===== config.mk =====
export PLATFORM = sky130hd
export DESIGN_NAME = aeb_bus_master
export DESIGN_NICKNAME = d
export VERILOG_FILES = /design/src/include/aeb_pkg.sv /design/src/verilog/aeb_bus_master.sv
export SDC_FILE = /design/constraint.sdc
export NUM_CORES = 1
export LEC_CHECK = 0
export BUFFER_PORTS_ARGS = -buffer_cell sky130_fd_sc_hd__buf_2
export CORE_MARGIN = 5
export CORE_UTILIZATION = 45
export CTS_CLUSTER_DIAMETER = 50
export DETAILED_ROUTE_END_ITERATION = 6
export PLACE_DENSITY = 0.71
export SLEW_MARGIN = 15
export SYNTH_ARGS = -nofsm -noshare
export SYNTH_HDL_FRONTEND = slang
export SYNTH_SLANG_ARGS = --single-unit

===== constraint.sdc =====
create_clock -name clock -period 3.5 [get_ports clock]
set_clock_uncertainty 0.2 [all_clocks]
set_input_delay 0.525 -clock clock [delete_from_list [all_inputs] [get_ports clock]]
set_output_delay 0.525 -clock clock [all_outputs]
set_load 0.01 [all_outputs]

===== src/include/aeb_pkg.sv =====
/*
  aeb_pkg: constants, encodings and timing for the external asynchronous bus master.
  Assumes a single 10 MHz system clock and no software-visible registers.
*/
package aeb_pkg;
  localparam int CLK_HZ = 10_000_000;
  localparam int RST_HOLD_CLKS = 512;
  localparam int RST_CNT_W = 10;
  localparam logic [RST_CNT_W-1:0] RST_HOLD = 10'(RST_HOLD_CLKS);
  localparam logic [RST_CNT_W-1:0] RST_ZERO = 10'h000;
  localparam int CS_N = 4;
  localparam int ADDR_W = 32;
  localparam int DATA_W = 16;
  localparam logic [3:0] FC_USER_DATA = 4'h1;
  localparam logic [3:0] FC_USER_PROG = 4'h2;
  localparam logic [3:0] FC_SUP_DATA = 4'h5;
  localparam logic [3:0] FC_SUP_PROG = 4'h6;
  localparam logic [3:0] FC_CPU = 4'h7;
  localparam int FC_DMA_BIT = 3;
  localparam logic [1:0] SZ_LONG = 2'h0;
  localparam logic [1:0] SZ_BYTE = 2'h1;
  localparam logic [1:0] SZ_WORD = 2'h2;
  localparam logic [1:0] SZ_THREE = 2'h3;
  // data_size_ack pair {one,zero}, active low
  localparam logic [1:0] ACK_WAIT = 2'h3;
  localparam logic [1:0] ACK_8 = 2'h2;
  localparam logic [1:0] ACK_16 = 2'h1;
  localparam logic [1:0] ACK_RSVD = 2'h0;
  localparam logic [DATA_W-1:0] DATA_ZERO = 16'h0000;
  localparam logic [ADDR_W-1:0] ADDR_ZERO = 32'h00000000;
  localparam logic [CS_N-1:0] CS_IDLE = 4'hF;
  localparam logic [CS_N-1:0] CS_BOOT = 4'hE;
  typedef enum logic [7:0] {
    ST_IDLE = 8'h01,
    ST_S1 = 8'h02,
    ST_WAIT = 8'h04,
    ST_DSW = 8'h08,
    ST_END = 8'h10,
    ST_GRANT = 8'h20,
    ST_OWNED = 8'h40,
    ST_HALT = 8'h80
  } aeb_state_t;
endpackage


===== src/verilog/aeb_bus_master.sv =====
/*
  aeb_bus_master: external asynchronous bus master with dynamic sizing, arbitration,
  locked cycles, reset/halt/fault handling and clock-mode strap capture.
  Assumes inputs are synchronous to clock; open-drain pins split into in/out/oe.
*/
`timescale 1ns/1ps
`default_nettype none
// Operation
// - each cycle moves one or two bytes over sixteen data lines
// - read data captured at the last falling clock edge of the cycle
// - writes drive all sixteen data lines regardless of port or operand
// - write data appears half a clock after address_strobe
// - four-bit space_code names user, supervisor, CPU or DMA space
// - space_code holds steady while address_strobe is asserted
// - chip_sel zero is boot select and is asserted from reset; the other chip_sel lines idle high
// - data_size_ack pair selects wait, 8-bit, 16-bit; both means 16-bit
// - asserted acknowledge latches read data or confirms write stored
// - address_strobe asserted half a clock after cycle begins
// - read cycles assert data_strobe together with address_strobe
// - write cycles assert data_strobe one clock after address_strobe
// - xfer_bytes_left shows operand bytes remaining: byte, word, three, long
// - direction high for read, low for write
// - bus_req_in, grant_out, master_taken_ack hand over bus ownership
// - locked_cycle held through read-modify-write; no handover meanwhile
// - self-driven reset line held low for at least 512 clocks
// - external reset resets all; software reset spares core and config
// - suspend_line stalls bus; device drives it on double bus fault
// - clk_src_select sampled at reset chooses crystal or external clock
// - auto_vector_req during interrupt acknowledge selects automatic vector
// - address valid from cycle start while address_strobe is asserted
module aeb_bus_master (
  input wire logic clock,
  input wire logic arst_n,
  input wire logic reqValid,
  output logic reqReady,
  input wire logic reqRead,
  input wire logic reqLocked,
  input wire logic reqIntAck,
  input wire logic [aeb_pkg::ADDR_W-1:0] reqAddr,
  input wire logic [3:0] reqSpace,
  input wire logic [1:0] reqBytesLeft,
  input wire logic [aeb_pkg::DATA_W-1:0] reqWrData,
  input wire logic [aeb_pkg::CS_N-1:0] reqChipSel,
  output logic rspValid,
  output logic [aeb_pkg::DATA_W-1:0] rspData,
  output logic rspPort8,
  output logic rspFault,
  output logic rspAutoVector,
  input wire logic softResetReq,
  input wire logic doubleFault,
  output logic moduleReset,
  output logic coreReset,
  output logic crystalMode,
  output logic [aeb_pkg::ADDR_W-1:0] addrOut,
  output logic addrOe,
  output logic [3:0] space_code,
  output logic [1:0] xfer_bytes_left,
  output logic readNotWrite,
  output logic address_strobe_n,
  output logic data_strobe_n,
  output logic [aeb_pkg::CS_N-1:0] chip_sel_n,
  input wire logic [aeb_pkg::DATA_W-1:0] data_lines_in,
  output logic [aeb_pkg::DATA_W-1:0] data_lines_out,
  output logic data_lines_oe,
  input wire logic data_size_ack_one_n,
  input wire logic data_size_ack_zero_n,
  input wire logic fault_in_n,
  input wire logic suspend_line_in_n,
  output logic suspend_line_out,
  output logic suspend_line_oe,
  input wire logic reset_line_in_n,
  output logic reset_line_out,
  output logic reset_line_oe,
  input wire logic bus_req_in_n,
  output logic grant_out_n,
  input wire logic master_taken_ack_n,
  output logic locked_cycle_n,
  input wire logic auto_vector_req_n,
  input wire logic clk_src_select
);
  import aeb_pkg::*;

  // ------------------------------------------------------------
  // state and registers
  // ------------------------------------------------------------
  aeb_state_t state, next_state;
  logic cycRead, cycIntAck, asNeg, dsNeg, doDrive, lockHold;
  logic [RST_CNT_W-1:0] rstCnt;
  logic extResetSeen, strapDone;
  logic [DATA_W-1:0] capData;
  logic capPort8, capFault, capAv, capValid, retryHeld;

  // ------------------------------------------------------------
  // decode
  // ------------------------------------------------------------
  wire [1:0] ackCode = {data_size_ack_one_n, data_size_ack_zero_n};
  wire ackSeen = (ackCode != ACK_WAIT);
  wire ackIs8 = (ackCode == ACK_8);
  wire faultSeen = !fault_in_n;
  wire retrySeen = faultSeen && !suspend_line_in_n;
  wire avSeen = cycIntAck && !auto_vector_req_n;
  wire endSeen = ackSeen || faultSeen || avSeen;
  wire resetBusy = (rstCnt != RST_ZERO);
  wire extReset = !reset_line_in_n && !reset_line_oe;
  // suspend stalls new cycles and bus grants; a cycle in flight runs to its end
  wire stallNew = !suspend_line_in_n || resetBusy || extReset;
  wire busReqSeen = !bus_req_in_n;
  wire startOk = reqValid && !stallNew && !busReqSeen;
  wire wantGrant = busReqSeen && !lockHold && !(reqValid && reqLocked);
  wire inCycle = (state == ST_S1) || (state == ST_WAIT) || (state == ST_DSW);

  assign reqReady = (state == ST_IDLE) && startOk && (lockHold || !wantGrant);
  assign rspValid = capValid;
  assign rspData = capData;
  assign rspPort8 = capPort8;
  assign rspFault = capFault;
  assign rspAutoVector = capAv;
  assign address_strobe_n = asNeg;
  assign data_strobe_n = dsNeg;
  assign grant_out_n = !((state == ST_GRANT) || (state == ST_OWNED));
  assign suspend_line_out = 1'b0;
  assign suspend_line_oe = (state == ST_HALT);
  assign reset_line_out = 1'b0;
  assign reset_line_oe = resetBusy;
  assign coreReset = extReset;
  assign moduleReset = resetBusy || extReset;
  assign locked_cycle_n = !lockHold;

  // ------------------------------------------------------------
  // cycle sequencer
  // ------------------------------------------------------------
  always_comb begin
    next_state = state;
    unique case (state)
      ST_IDLE: begin
        if (doubleFault) begin
          next_state = ST_HALT;
        end else if (wantGrant && !stallNew) begin
          next_state = ST_GRANT;
        end else if (reqReady) begin
          next_state = ST_S1;
        end
      end
      ST_S1: next_state = cycRead ? ST_WAIT : ST_DSW;
      ST_DSW: next_state = ST_WAIT;
      ST_WAIT: begin
        if (endSeen) begin
          next_state = ST_END;
        end
      end
      ST_END: next_state = ST_IDLE;
      ST_GRANT: begin
        if (!master_taken_ack_n) begin
          next_state = ST_OWNED;
        end else if (!busReqSeen) begin
          next_state = ST_IDLE;
        end
      end
      ST_OWNED: begin
        if (master_taken_ack_n && !busReqSeen) begin
          next_state = ST_IDLE;
        end
      end
      ST_HALT: next_state = ST_HALT;
      default: next_state = ST_IDLE;
    endcase
  end

  always_ff @(posedge clock or negedge arst_n) begin
    if (!arst_n) begin
      state <= ST_IDLE;
    end else if (extReset) begin
      state <= ST_IDLE;
    end else begin
      state <= next_state;
    end
  end

  // address, space, size, direction latched at cycle start
  always_ff @(posedge clock or negedge arst_n) begin
    if (!arst_n) begin
      addrOut <= ADDR_ZERO;
      space_code <= FC_SUP_PROG;
      xfer_bytes_left <= SZ_WORD;
      readNotWrite <= 1'b1;
      chip_sel_n <= CS_BOOT;
      cycRead <= 1'b1;
      cycIntAck <= 1'b0;
      addrOe <= 1'b0;
      data_lines_out <= DATA_ZERO;
    end else if (reqReady) begin
      addrOut <= reqAddr;
      space_code <= reqSpace;
      xfer_bytes_left <= reqBytesLeft;
      readNotWrite <= reqRead;
      chip_sel_n <= reqChipSel;
      cycRead <= reqRead;
      cycIntAck <= reqIntAck;
      addrOe <= 1'b1;
      data_lines_out <= reqWrData;
    end else if (state == ST_GRANT) begin
      addrOe <= 1'b0;
      chip_sel_n <= CS_IDLE;
    end
  end

  // ------------------------------------------------------------
  // strobes on the falling edge: half a clock into each phase
  // ------------------------------------------------------------
  always_ff @(negedge clock or negedge arst_n) begin
    if (!arst_n) begin
      asNeg <= 1'b1;
      dsNeg <= 1'b1;
    end else begin
      asNeg <= !inCycle;
      dsNeg <= !(inCycle && (cycRead || state != ST_S1));
    end
  end

  // write data follows on the rising edge, half a clock behind address_strobe
  always_ff @(posedge clock or negedge arst_n) begin
    if (!arst_n) begin
      doDrive <= 1'b0;
    end else begin
      doDrive <= inCycle && !cycRead;
    end
  end
  assign data_lines_oe = doDrive;

  // read data captured on the last falling edge of the cycle
  always_ff @(negedge clock or negedge arst_n) begin
    if (!arst_n) begin
      capData <= DATA_ZERO;
      capPort8 <= 1'b0;
      capFault <= 1'b0;
      capAv <= 1'b0;
    end else if (state == ST_WAIT && endSeen) begin
      capData <= cycRead ? data_lines_in : capData;
      capPort8 <= ackIs8;
      capFault <= faultSeen && !retrySeen;
      capAv <= avSeen;
    end
  end

  always_ff @(posedge clock or negedge arst_n) begin
    if (!arst_n) begin
      capValid <= 1'b0;
    end else begin
      // retry leaves the request pending, so no answer is returned
      capValid <= (state == ST_END) && !(capFault == 1'b0 && retryHeld);
    end
  end

  always_ff @(posedge clock or negedge arst_n) begin
    if (!arst_n) begin
      retryHeld <= 1'b0;
    end else if (state == ST_WAIT && endSeen) begin
      retryHeld <= retrySeen;
    end
  end

  // locked sequence stays owned from first locked cycle until an unlocked request or an idle clock with no request
  always_ff @(posedge clock or negedge arst_n) begin
    if (!arst_n) begin
      lockHold <= 1'b0;
    end else if (reqReady) begin
      lockHold <= reqLocked;
    end else if (state == ST_IDLE && !reqValid) begin
      lockHold <= 1'b0;
    end
  end

  // ------------------------------------------------------------
  // reset line drive and clock strap
  // ------------------------------------------------------------
  always_ff @(posedge clock or negedge arst_n) begin
    if (!arst_n) begin
      rstCnt <= RST_ZERO;
    end else if (softResetReq && !resetBusy) begin
      rstCnt <= RST_HOLD;
    end else if (resetBusy) begin
      rstCnt <= rstCnt - 10'h001;
    end
  end

  // strap is caught by a clocked process at the first edge after release
  always_ff @(posedge clock or negedge arst_n) begin
    if (!arst_n) begin
      strapDone <= 1'b0;
      crystalMode <= 1'b0;
      extResetSeen <= 1'b0;
    end else begin
      extResetSeen <= extReset;
      if (!strapDone || extResetSeen) begin
        crystalMode <= clk_src_select;
        strapDone <= 1'b1;
      end
    end
  end

  // ------------------------------------------------------------
  // checks
  // ------------------------------------------------------------
  AST_RESET_HOLD: assert property (@(posedge clock) disable iff (!arst_n)
    $rose(reset_line_oe) |-> reset_line_oe [*8] ##1 (rstCnt > 10'h1F0))
    else $error("reset line released too early");
  AST_SPACE_STABLE: assert property (@(posedge clock) disable iff (!arst_n)
    (!address_strobe_n && !$past(address_strobe_n)) |-> $stable(space_code))
    else $error("space code changed under address strobe");
  AST_READ_DS: assert property (@(posedge clock) disable iff (!arst_n)
    (readNotWrite && inCycle) |-> (address_strobe_n == data_strobe_n))
    else $error("read strobes not together");
  AST_WRITE_DS: assert property (@(posedge clock) disable iff (!arst_n)
    (state == ST_S1 && !cycRead) |-> (!address_strobe_n && data_strobe_n) ##1 !data_strobe_n)
    else $error("write data strobe not one clock late");
  AST_END_NEG: assert property (@(posedge clock) disable iff (!arst_n)
    (state == ST_END) |=> ##[0:1] (address_strobe_n && data_strobe_n))
    else $error("strobes not negated after acknowledge");
  AST_NO_GRANT_LOCK: assert property (@(posedge clock) disable iff (!arst_n)
    !locked_cycle_n |-> grant_out_n)
    else $error("bus granted during locked sequence");
  AST_WRITE_DRIVE: assert property (@(posedge clock) disable iff (!arst_n)
    (state == ST_WAIT && !cycRead) |-> data_lines_oe)
    else $error("write data not driven");
  AST_GRANT: assert property (@(posedge clock) disable iff (!arst_n)
    (state == ST_GRANT && !master_taken_ack_n) |=> (state == ST_OWNED && !grant_out_n))
    else $error("ownership handover wrong");
  AST_HALT_OUT: assert property (@(posedge clock) disable iff (!arst_n)
    (state == ST_IDLE && doubleFault && !extReset) |=> suspend_line_oe)
    else $error("double fault not reported");
  AST_WRITE_DATA_LATE: assert property (@(posedge clock) disable iff (!arst_n)
    ($fell(address_strobe_n) && !readNotWrite) |-> !data_lines_oe ##1 data_lines_oe)
    else $error("write data not half a clock after address strobe");
  AST_AS_HALF: assert property (@(posedge clock) disable iff (!arst_n)
    $rose(state == ST_S1) |-> ($past(address_strobe_n) && !address_strobe_n))
    else $error("address strobe not half a clock into the cycle");
  AST_ADDR_STABLE: assert property (@(posedge clock) disable iff (!arst_n)
    (!address_strobe_n && !$past(address_strobe_n)) |-> ($stable(addrOut) && $stable(xfer_bytes_left)))
    else $error("address or size changed under address strobe");
  AST_RSP_PULSE: assert property (@(posedge clock) disable iff (!arst_n)
    rspValid |=> !rspValid)
    else $error("response valid longer than one cycle");
endmodule
`default_nettype wire


* Word level (Yosys, flattened, before mapping)
Index checks and enable logic that the tools add are counted.
W data, S select, Z words.
** Word-level totals
- Register bits :: 107
- Latch bits :: 0
- RAM bits :: 0
- Bits in read-only memories :: 0
- Input bits :: 91
- Output and inout bits :: 93
- Logic and storage cells :: 113
- Memories :: 0
** Operators by class
- $add $sub $neg :: 1
- Multipliers :: 0
- Div/mod/pow operators :: 0
- $lt $le $gt $ge :: 0
- Equal/unequal tests :: 15
- Shifts and indexed selects :: 0
- Multiplexer cells :: 18
- Bitwise logic cells :: 1
- Reduce and logical (&&, ||, !) cells :: 55
** Operators by type and width (number)
- $mux W8 :: 8
- $pmux W8 S7 :: 1
- $logic_and A1 B1 Y1 :: 20
- $mux W10 :: 2
- $logic_not A1 Y1 :: 18
- $mux W4 :: 3
- $logic_or A1 B1 Y1 :: 11
- $reduce_bool A10 Y1 :: 1
- $sub A10 B1 Y10 const B :: 1
- $eq A8 B1 Y1 const B :: 1
- $eq A8 B2 Y1 const B :: 1
- $eq A8 B3 Y1 const B :: 1
- $eq A8 B4 Y1 const B :: 1
- $eq A8 B5 Y1 const B :: 1
- $eq A8 B6 Y1 const B :: 1
- $eq A8 B7 Y1 const B :: 1
- $eq A8 B8 Y1 const B :: 1
- $ne A8 B2 Y1 const B :: 1
- $reduce_bool A2 Y1 :: 3
- $ne A5 B5 Y1 const B :: 1
- $mux W1 :: 4
- $ne A4 B4 Y1 const B :: 1
- $reduce_and A4 Y1 :: 1
- $ne A3 B2 Y1 const B :: 1
- 5 further kinds :: 5

* Longest topological paths before layout
Gate-level depths: netlist of run 1.
- Depth in word-level cells :: 14
- Depth in mapped cells :: 9
- Mapped depth without buffers :: 8

==> results.json, run 1 <==
{
  "p_leak_nw": 3.28,
  "antenna_found_initial": 0,
  "grt_usage_pct": 18.6,
  "worstSetupEndpointType": "flip-flop",
  "start_util_pct": 46.3,
  "synth.ff_latch_count": 107,
  "cts.path.max_buffers": 2,
  "synthMuxAreaShare_pct": 18.9,
  "synth_edf_count": 0,
  "maxCapViolCount": 0,
  "final_cells": 684,
  "cp_data_required_time_ps": 1740,
  "crit_fanout": 16,
  "status": "finished with violations",
  "vias": 3434,
  "critical_path.startpoint_type": "flip-flop",
  "row_count": 36,
  "fin_nets": 639,
  "syn-cell-area_mm2": 0.00454,
  "internal-power_mw": 1.97,
  "clkLatencyLatePin_ps": 360,
  "clkSlewWorstSetupHoldPaths_ps": 110,
  "fin_ws_ps": -533,
  "syn2layout_area_growth_pct": 32.4,
  "sequentialPowerShare_pct": 52.1,
  "cts_tree": "yes",
  "nFillCells": 853,
  "chipHeight_um": 110,
  "synthCells": 337,
  "yosysWarnings": 0,
  "synth_top_area_share_pct": 43.0,
  "synth_top_area_cell": "dfrtp_1",
  "grt_pass1_wl_um": 18500,
  "synth_compound_area_share_pct": 5.48,
  "floorplan.die_area_mm2": 0.0122,
  "finalMaxSlewViolations": 0,
  "dr.pass1.iters": 4,
  "rsz0062_at_grt": "true",
  "arrival_ps": 2270,
  "violations": "negative setup slack",
  "clockRootBuffer": "clkbuf_8",
  "globalplace.congestion": 0.888,
  "ys_types": 63,
  "synth-xor-area-share_pct": 1.16,
  "place_inst": 661,
  "worst_pin_slew_ps": 574,
  "grt_max_degree": 61,
  "layout-drive-gt1-share_pct": 58.3,
  "yosys.area_share.simple_pct": 11.6,
  "avgSynthCellArea_um2": 13.5,
  "cp_cell_sequence": "or4_4 -> nor2_8 -> nand4b_4 -> or2_4 -> buf_12 -> mux2_4",
  "hold_viol": 0,
  "dieWidth_um": 110,
  "yosys-top-cells-count": "dfrtp_1, mux2_2, nand2_1, dfrtn_1, nor2_1",
  "routedWlPerCell_um": 16.7,
  "wirelength_um": 11400,
  "p_per_area_mw_per_mm2": 460,
  "maxSlewHeadroom_pct": 60.7,
  "ir_drop_uv": 250,
  "p_sw_share_pct": 28.7,
  "power_mw": 2.77,
  "antennaDiodeCount": 0,
  "setup_violations": 20,
  "via_per_inst": 5.02,
  "critPathSlowestCell": "or4_4",
  "cts.htree.levels": 3,
  "gr-total-overflow": 0,
  "ys.flop_type": "dfrtp_1",
  "synth_top_family_by_area": "multiplexers",
  "drt_iter0_drc": 175,
  "design.portCount": 184,
  "timing_worst_setup_path_type": "reg2reg",
  "cts_made_buffers": 9,
  "hold_path_class": "in2reg",
  "yosysSeqAreaShare_pct": 59.2,
  "core-area_mm2": 0.00982,
  "synth_most_common_cell": "dfrtp_1",
  "cp_slowest_stage_delay_ps": 570,
  "first_global_vias": 3649,
  "io_buffer_count": 181,
  "switchingPower_mw": 0.795,
  "dp_hpwl_um": 8660,
  "drc": 0,
  "synthArstFlopShare_pct": 100,
  "drtAntennaViolNets": 0,
  "combPwrFrac_pct": 19.3,
  "clockPowerShare_pct": 28.6,
  "setup-tns-final_ps": -9120,
  "synth_adder_area_share_pct": 0.551,
  "cts.sink_count": 107,
  "synthTopCellsByArea": "dfrtp_1, mux2_2, dfrtn_1, dfstp_2, mux2_4"
}
-- power by group through the flow --
stage	combinational, mW	sequential (mW)	clock, mW
3_5_place_dp	0.516	1.46	0.00537
4_1_cts	0.529	1.44	0.819
6_report	0.534	1.44	0.793
5_1_grt	0.595	1.46	0.869
3_3_place_gp	0.499	1.45	0.00537
2_1_floorplan	0.277	1.47	0.00537
-- layout by cell type, fill, tap and decap left out, types with 3 or more instances in the layout --
| cell type | instances |
|---|---|
| buf_2 | 178 |
| dfrtp_1 | 78 |
| mux2_2 | 61 |
| buf_4 | 25 |
| nand2_1 | 23 |
| dfrtn_1 | 19 |
| nor2_1 | 18 |
| o21ai_0 | 13 |
| mux2_4 | 10 |
| dfstp_2 | 10 |
| clkbuf_8 | 10 |
| inv_1 | 9 |
| nand3_1 | 5 |
| nor3_1 | 5 |
| nand2b_1 | 4 |
| a21oi_1 | 4 |
| a31oi_1 | 4 |
| buf_6 | 4 |
| nor2b_1 | 3 |
| xor2_1 | 3 |
| xnor2_1 | 3 |
| nand4b_1 | 3 |
| conb_1 | 3 |
-- registers in the layout, summed over array words and instances (netlist names), 2 cells and up --
name             count
addrOut             32
data_lines_out      16
rspData             16
rstCnt              10
state                8
chip_sel_n           4
space_code           4
xfer_bytes_left      2
-- metrics by stage --
| stage | worst slack [ps] | instance area (µm²) | hold WS (ps) | util (%) |
|---|---|---|---|---|
| floorplan | -671 | 4550 | 29.4 | - |
| detailed placement | -537 | 5730 | 234 | 58.3 |
| global route | -583 | 6010 | 152 | 61.3 |
| global placement | -508 | 5730 | 230 | 58.3 |
| CTS | -529 | 6000 | 146 | 61.1 |
| finish | -533 | 6010 | 161 | 61.3 |
-- worst paths after layout --
| check | end | slack, ps | from | cells after the start |
|---|---|---|---|---|
| worst min register to register | rspPort8 | 230 | rspPort8 | 2 |
| worst min-delay path | chip_sel_n[0] | 160 | reqChipSel[0] | 3 |
| worst max-delay path | rspData[13] | -530 | state[0] | 6 |
| max in group asynchronous | data_strobe_n | 520 | arst_n | 2 |
| min in group asynchronous | crystalMode | 480 | arst_n | 2 |
| worst max register to register | rspData[13] | -530 | state[0] | 6 |
-- kinds of logic after synthesis --
group	after synthesis
compound gates	38
xor+xnor	6
flops	107
simple gates	86
other cells	2
buf+inv	23
mux	73
fa+ha+maj	2
-- cell type report --
type | instances | area, µm² | area share (%)
Clock buffer | 10 | 138 | 2.29
Tap cell | 133 | 166 | 2.77
Clock inverter | 8 | 77.6 | 1.29
Sequential cell | 107 | 2690 | 44.7
Inverter | 8 | 30.0 | 0.499
Timing Repair Buffer | 210 | 1170 | 19.5
Multi-Input combinational cell | 208 | 1740 | 28.9
-- repair_timing --
item,CTS,global route
setup endpoints to repair,21,21
buffers inserted,3,2
endpoints found under the hold margin,12,0
hold buffers,1,0
gates resized for setup,7,1
pin swaps,0,1
-- critical path, delay by kind of cell, from the launching register on --
family	cells	cell delay (ps)
simple gates	4	1040
flops	1	390
mux	1	300
buf+inv	1	160
-- routing by layer --
layer	vias up	GRT usage [%]	share of wire (%)
li1	1609	-	-
met1	1661	23.0	41
met2	152	30.1	48
met3	12	7.60	10
met4	0	5.34	0.94
met5	-	0	0
Power figures use the tool's default switching activity.
==> inputs of run 2 (changes only) <==
--- a/config.mk
+++ b/config.mk
@@ -5,12 +5,15 @@
 export SDC_FILE = /design/constraint.sdc
 export NUM_CORES = 1
 export LEC_CHECK = 0
+export ABC_AREA = 1
 export BUFFER_PORTS_ARGS = -buffer_cell sky130_fd_sc_hd__buf_2
+export CELL_PAD_IN_SITES_DETAIL_PLACEMENT = 2
+export CELL_PAD_IN_SITES_GLOBAL_PLACEMENT = 2
 export CORE_MARGIN = 5
-export CORE_UTILIZATION = 45
+export CORE_UTILIZATION = 27
 export CTS_CLUSTER_DIAMETER = 50
 export DETAILED_ROUTE_END_ITERATION = 6
-export PLACE_DENSITY = 0.71
+export PLACE_DENSITY = 0.75
 export SLEW_MARGIN = 15
 export SYNTH_ARGS = -nofsm -noshare
 export SYNTH_HDL_FRONTEND = slang
==> results.json, run 2 <==
{
  "synth_adder_area_share_pct": 0.552,
  "mostFrequentLayoutCell": "nand2_1",
  "synth_top_family_by_area": "simple AND/OR/NAND/NOR gates",
  "io_buffer_count": 181,
  "drt_iter0_drc": 106,
  "clockRootBuffer": "clkbuf_16",
  "maxSlewHeadroom_pct": 28.0,
  "antenna_found_initial": 2,
  "row_count": 47,
  "r2r_cells": 6,
  "p_leak_nw": 3.60,
  "grt_pass1_wl_um": 25200,
  "grt_usage_pct": 16.2,
  "cp_data_required_time_ps": 1740,
  "via_per_inst": 4.40,
  "clkLatencyLatePin_ps": 350,
  "cts_made_buffers": 9,
  "timing_worst_setup_path_type": "reg2reg",
  "hold_depth": 3,
  "place_ws_ps": -270,
  "arrival_ps": 1820,
  "yosys-top-cells-count": "nand2_1, dfrtp_1, inv_1, nor2_1, dfrtn_1",
  "synthMuxAreaShare_pct": 3.97,
  "wirelength_um": 15600,
  "largest_register_ffs": 32,
  "floorplan.die_area_mm2": 0.0195,
  "maxCapViolCount": 0,
  "cts.path.max_buffers": 2,
  "grt_max_degree": 61,
  "worst_pin_slew_ps": 1080,
  "globalplace.congestion": 0.777,
  "start_util_pct": 27.4,
  "synth-xor-area-share_pct": 0.966,
  "dieWidth_um": 140,
  "crit_fanout": 8,
  "gr-total-overflow": 0,
  "chipHeight_um": 140,
  "design.portCount": 184,
  "rsz0062_at_grt": "true",
  "synthTopCellsByArea": "dfrtp_1, nand2_1, dfrtn_1, dfstp_2, inv_1",
  "avgSynthCellArea_um2": 9.12,
  "cts.htree.levels": 3,
  "finalMaxSlewViolations": 0,
  "setup.worst_path.start": "state[5]",
  "cts_tree": "yes",
  "ir_drop_uv": 216,
  "drtAntennaViolNets": 0,
  "p_per_area_mw_per_mm2": 485,
  "hold_path_class": "in2reg",
  "worstSetupEndpointType": "flip-flop",
  "fin_nets": 793,
  "final_cell_mix": "nand2_1, buf_2, dfrtp_1",
  "finalInstanceArea_mm2": 0.00623,
  "core-area_mm2": 0.0165,
  "first_global_vias": 4778,
  "drc": 0,
  "synthCells": 497,
  "syn2layout_area_growth_pct": 37.5,
  "clkSlewWorstSetupHoldPaths_ps": 70,
  "synth_edf_count": 0,
  "synth_top_area_cell": "dfrtp_1",
  "placed_area_mm2": 0.00575,
  "violations": "negative setup slack",
  "cts.sink_count": 107,
  "regMostFlops": "addrOut",
  "routedWlPerCell_um": 16.9,
  "ys.flop_type": "dfrtp_1",
  "yosysWarnings": 0,
  "min-delay-start": "reqBytesLeft[1]",
  "synth_compound_area_share_pct": 3.39,
  "hold_viol": 0,
  "syn-cell-area_mm2": 0.00453,
  "layout-drive-gt1-share_pct": 37.0,
  "critical_path.startpoint_type": "flip-flop",
  "synth_top_area_share_pct": 43.1,
  "yosys.area_share.simple_pct": 25.6,
  "ys_types": 35,
  "synth_most_common_cell": "nand2_1",
  "yosysSeqAreaShare_pct": 59.3,
  "status": "finished with violations",
  "dp_hpwl_um": 11800,
  "worstReg2RegStart": "state[5]",
  "dr.pass1.iters": 4,
  "fin_ws_ps": -87.8,
  "setup_violations": 16,
  "synthArstFlopShare_pct": 100,
  "vias": 4078,
  "synth.ff_latch_count": 107
}
run 2: path summary, 6_finish.rpt:
kind | end | slack [ps]
min in group asynchronous | chip_sel_n[0] | 440
worst min-delay path | xfer_bytes_left[1] | 180
worst max-delay path | rspData[1] | -90
max in group asynchronous | data_strobe_n | 650
worst min register to register | rspAutoVector | 250
worst max register to register | rspData[1] | -90
run 2: kinds of logic after synthesis:
family	Yosys count
AOI/OAI and AO/OA	27
xor gates and xnor gates	5
adders and majority gates	2
buffers and inverters	62
DFF	107
muxes	16
other	2
and+or+nand+nor	276
run 2: repair_timing:
action,in CTS,in global routing
cloned,1,0
endpoints found under the setup margin,18,19
gates resized for setup,10,5
pin swaps,5,2
hold endpoints to repair,3,0
hold buffers,1,0
setup buffers,6,0
run 2: layer usage:
metal / vias to the layer above / share of wire [%] / track usage [%]
met3: 20 / 5.2 / 3.60
li1: 1930 / - / -
met5: - / 0.20 / 0
met2: 123 / 52 / 29.8
met1: 2001 / 41 / 18.7
met4: 4 / 1.5 / 5.20
run 2: final cells by class:
class	instances	area [µm²]
timing repair buffer	204	1110
clock buffer	12	258
multi-input combinational	330	1640
antenna	1	2.50
fill	1892	10300
inverter	46	173
tap	220	275
sequential	107	2690
clock inverter	6	85.1
run 2: critical path, cell delays in order, from the launching register on:
cell,delay (ps)
dfrtp_1,400
nor2_2,150
nand2_2,90
nor2_4,120
nand2_4,100
nor2_8,240
mux2_2,370
run 2: power breakdown:
group	internal (mW)	total (mW)	switching, mW
Combinational	0.193	0.486	0.293
Clock	0.678	1.15	0.472
Sequential	1.32	1.39	0.0691
run 2: through the flow:
stage | cells | setup TNS (ps) | hold slack [ps] | power [mW] | utilization (%)
floorplan | 498 | -1320 | 29.4 | 1.66 | -
global placement | 900 | -3630 | 223 | 1.85 | 34.8
detailed placement | 900 | -4130 | 244 | 1.88 | 34.8
CTS | 925 | -1270 | 157 | 3.06 | 37.6
global route | 925 | -2410 | 170 | 3.19 | 37.7
finish | 926 | -999 | 175 | 3.02 | 37.7
==> inputs of run 3 (changes only) <==
--- a/config.mk
+++ b/config.mk
@@ -7,13 +7,15 @@
 export LEC_CHECK = 0
 export ABC_AREA = 1
 export BUFFER_PORTS_ARGS = -buffer_cell sky130_fd_sc_hd__buf_2
-export CELL_PAD_IN_SITES_DETAIL_PLACEMENT = 2
-export CELL_PAD_IN_SITES_GLOBAL_PLACEMENT = 2
+export CAP_MARGIN = 20
+export CELL_PAD_IN_SITES_DETAIL_PLACEMENT = 1
+export CELL_PAD_IN_SITES_GLOBAL_PLACEMENT = 1
 export CORE_MARGIN = 5
-export CORE_UTILIZATION = 27
+export CORE_UTILIZATION = 35
 export CTS_CLUSTER_DIAMETER = 50
 export DETAILED_ROUTE_END_ITERATION = 6
-export PLACE_DENSITY = 0.75
+export PLACE_DENSITY = 0.76
+export RECOVER_POWER = 25
 export SLEW_MARGIN = 15
 export SYNTH_ARGS = -nofsm -noshare
 export SYNTH_HDL_FRONTEND = slang
==> results.json, run 3 (same netlist as run 2, synthesis figures left out) <==
{
  "final_cells": 880,
  "worstSetupEndpointType": "flip-flop",
  "place_ws_ps": -297,
  "grt_pass1_wl_um": 21100,
  "setup_violations": 19,
  "power_mw": 2.88,
  "status": "finished with violations",
  "layout-drive-gt1-share_pct": 32.7,
  "gr-total-overflow": 0,
  "mostFrequentLayoutCell": "nand2_1",
  "start_util_pct": 35.8,
  "design.portCount": 184,
  "wl_met3_um": 953,
  "setup.worst_path.start": "state[7]",
  "chipHeight_um": 124,
  "dp_hpwl_um": 10200,
  "drtAntennaViolNets": 0,
  "worst_pin_slew_ps": 1070,
  "cp_data_required_time_ps": 1740,
  "place_inst": 852,
  "clkSlewWorstSetupHoldPaths_ps": 70,
  "cts.sink_count": 107,
  "clockPowerShare_pct": 35.6,
  "grt_usage_pct": 17.6,
  "regMostFlops": "addrOut",
  "fin_nets": 794,
  "dr.pass1.iters": 4,
  "floorplan.die_area_mm2": 0.0153,
  "drc": 0,
  "cts_made_buffers": 9,
  "min-delay-start": "reqSpace[1]",
  "first_global_vias": 4327,
  "worstReg2RegStart": "state[7]",
  "via_per_inst": 4.62,
  "largest_register_ffs": 32,
  "violations": "negative setup slack",
  "vias": 4064,
  "rsz0062_at_grt": "true",
  "cts_tree": "yes",
  "clkLatencyLatePin_ps": 350,
  "maxCapViolCount": 0,
  "combPwrFrac_pct": 16.3,
  "core-area_mm2": 0.0127,
  "routedWlPerCell_um": 15.5,
  "sequentialPowerShare_pct": 48.1,
  "clockRootBuffer": "clkbuf_16",
  "dieWidth_um": 124,
  "row_count": 41,
  "io_buffer_count": 181,
  "cts.htree.levels": 3,
  "hold_viol": 0,
  "final_cell_mix": "nand2_1, buf_2, dfrtp_1",
  "timing_worst_setup_path_type": "reg2reg",
  "hold_path_class": "in2reg",
  "utilization_pct": 48.3,
  "arrival_ps": 1840,
  "switchingPower_mw": 0.811,
  "p_sw_share_pct": 28.1,
  "cts.path.max_buffers": 2,
  "dr.max_layer_used": "met4",
  "syn2layout_area_growth_pct": 35.0,
  "wirelength_um": 13700,
  "internal-power_mw": 2.07,
  "globalplace.congestion": 0.746,
  "p_leak_nw": 3.47,
  "crit_fanout": 5,
  "drt_iter0_drc": 135,
  "ir_drop_uv": 258,
  "p_per_area_mw_per_mm2": 471,
  "drt-met1-wl_um": 5680,
  "wl_met2_um": 6740,
  "grt_max_degree": 61,
  "fin_ws_ps": -92.6,
  "antenna_found_initial": 0,
  "critical_path.startpoint_type": "flip-flop",
  "finalMaxSlewViolations": 0,
  "maxSlewHeadroom_pct": 29.0
}
[run 3: changes by cell type in the layout (fill, tap and decap cells not counted), sizes merged]
cell,change
clkinv,+3
diode,+1
clkinvlp,+1
buf,-29
bufinv,-1
clkbuf,+27
[run 3: power by group through the flow]
stage / combinational (mW) / clock, mW / sequential (mW)
floorplan: 0.255 / 0.00537 / 1.40
global placement: 0.428 / 0.00537 / 1.40
detailed placement: 0.449 / 0.00537 / 1.41
CTS: 0.471 / 1.06 / 1.39
global route: 0.534 / 1.11 / 1.40
finish: 0.471 / 1.03 / 1.39
[run 3: critical path: stages (launching register included)]
cell and delay (ps):
dfrtp_1 400, nor2_2 160, nand2_2 100, nor2_4 120
nand2_4 110, nor2_4 170, buf_12 140, mux2_4 290
[run 3: routing by layer]
| metal | GRT usage, % | vias to the layer above |
|---|---|---|
| met4 | 6.85 | 0 |
| li1 | - | 1942 |
| met2 | 30.6 | 132 |
| met3 | 3.91 | 21 |
| met5 | 0 | - |
| met1 | 21.2 | 1969 |
[run 3: final cells by class]
| cell class | count | area, µm² |
|---|---|---|
| Timing Repair Buffer | 205 | 1080 |
| Sequential cell | 107 | 2690 |
| Inverter | 46 | 173 |
| Fill cell | 1575 | 6550 |
| Tap cell | 172 | 215 |
| Antenna cell | 2 | 5.00 |
| Clock inverter | 9 | 76.3 |
| Multi-Input combinational cell | 330 | 1660 |
| Clock buffer | 9 | 225 |
[run 3: final timing paths]
kind / depth (start not counted) / to / slack (ps)
worst max-delay path: 7 / rspData[8] / -90
worst max register to register: 7 / rspData[8] / -90
min in group asynchronous: 2 / rstCnt[2] / 440
max in group asynchronous: 2 / address_strobe_n / 610
worst min register to register: 1 / rspData[0] / 250
worst min-delay path: 3 / space_code[1] / 170
[run 3: metrics by stage]
step	instance area (µm²)	hold WS (ps)	setup TNS, ps
floorplan	4540	29.4	-1320
global placement	5690	224	-4170
detailed placement	5690	236	-4560
CTS	6110	156	-597
global route	6120	167	-2630
finish	6120	172	-1150
[run 3: timing repair]
action	CTS	global route
gates resized for setup	11	11
endpoints found under the setup margin	18	21
gates cloned	1	0
hold buffers	1	0
hold endpoints to repair	5	0
pin swaps	3	3
buffers inserted	5	2
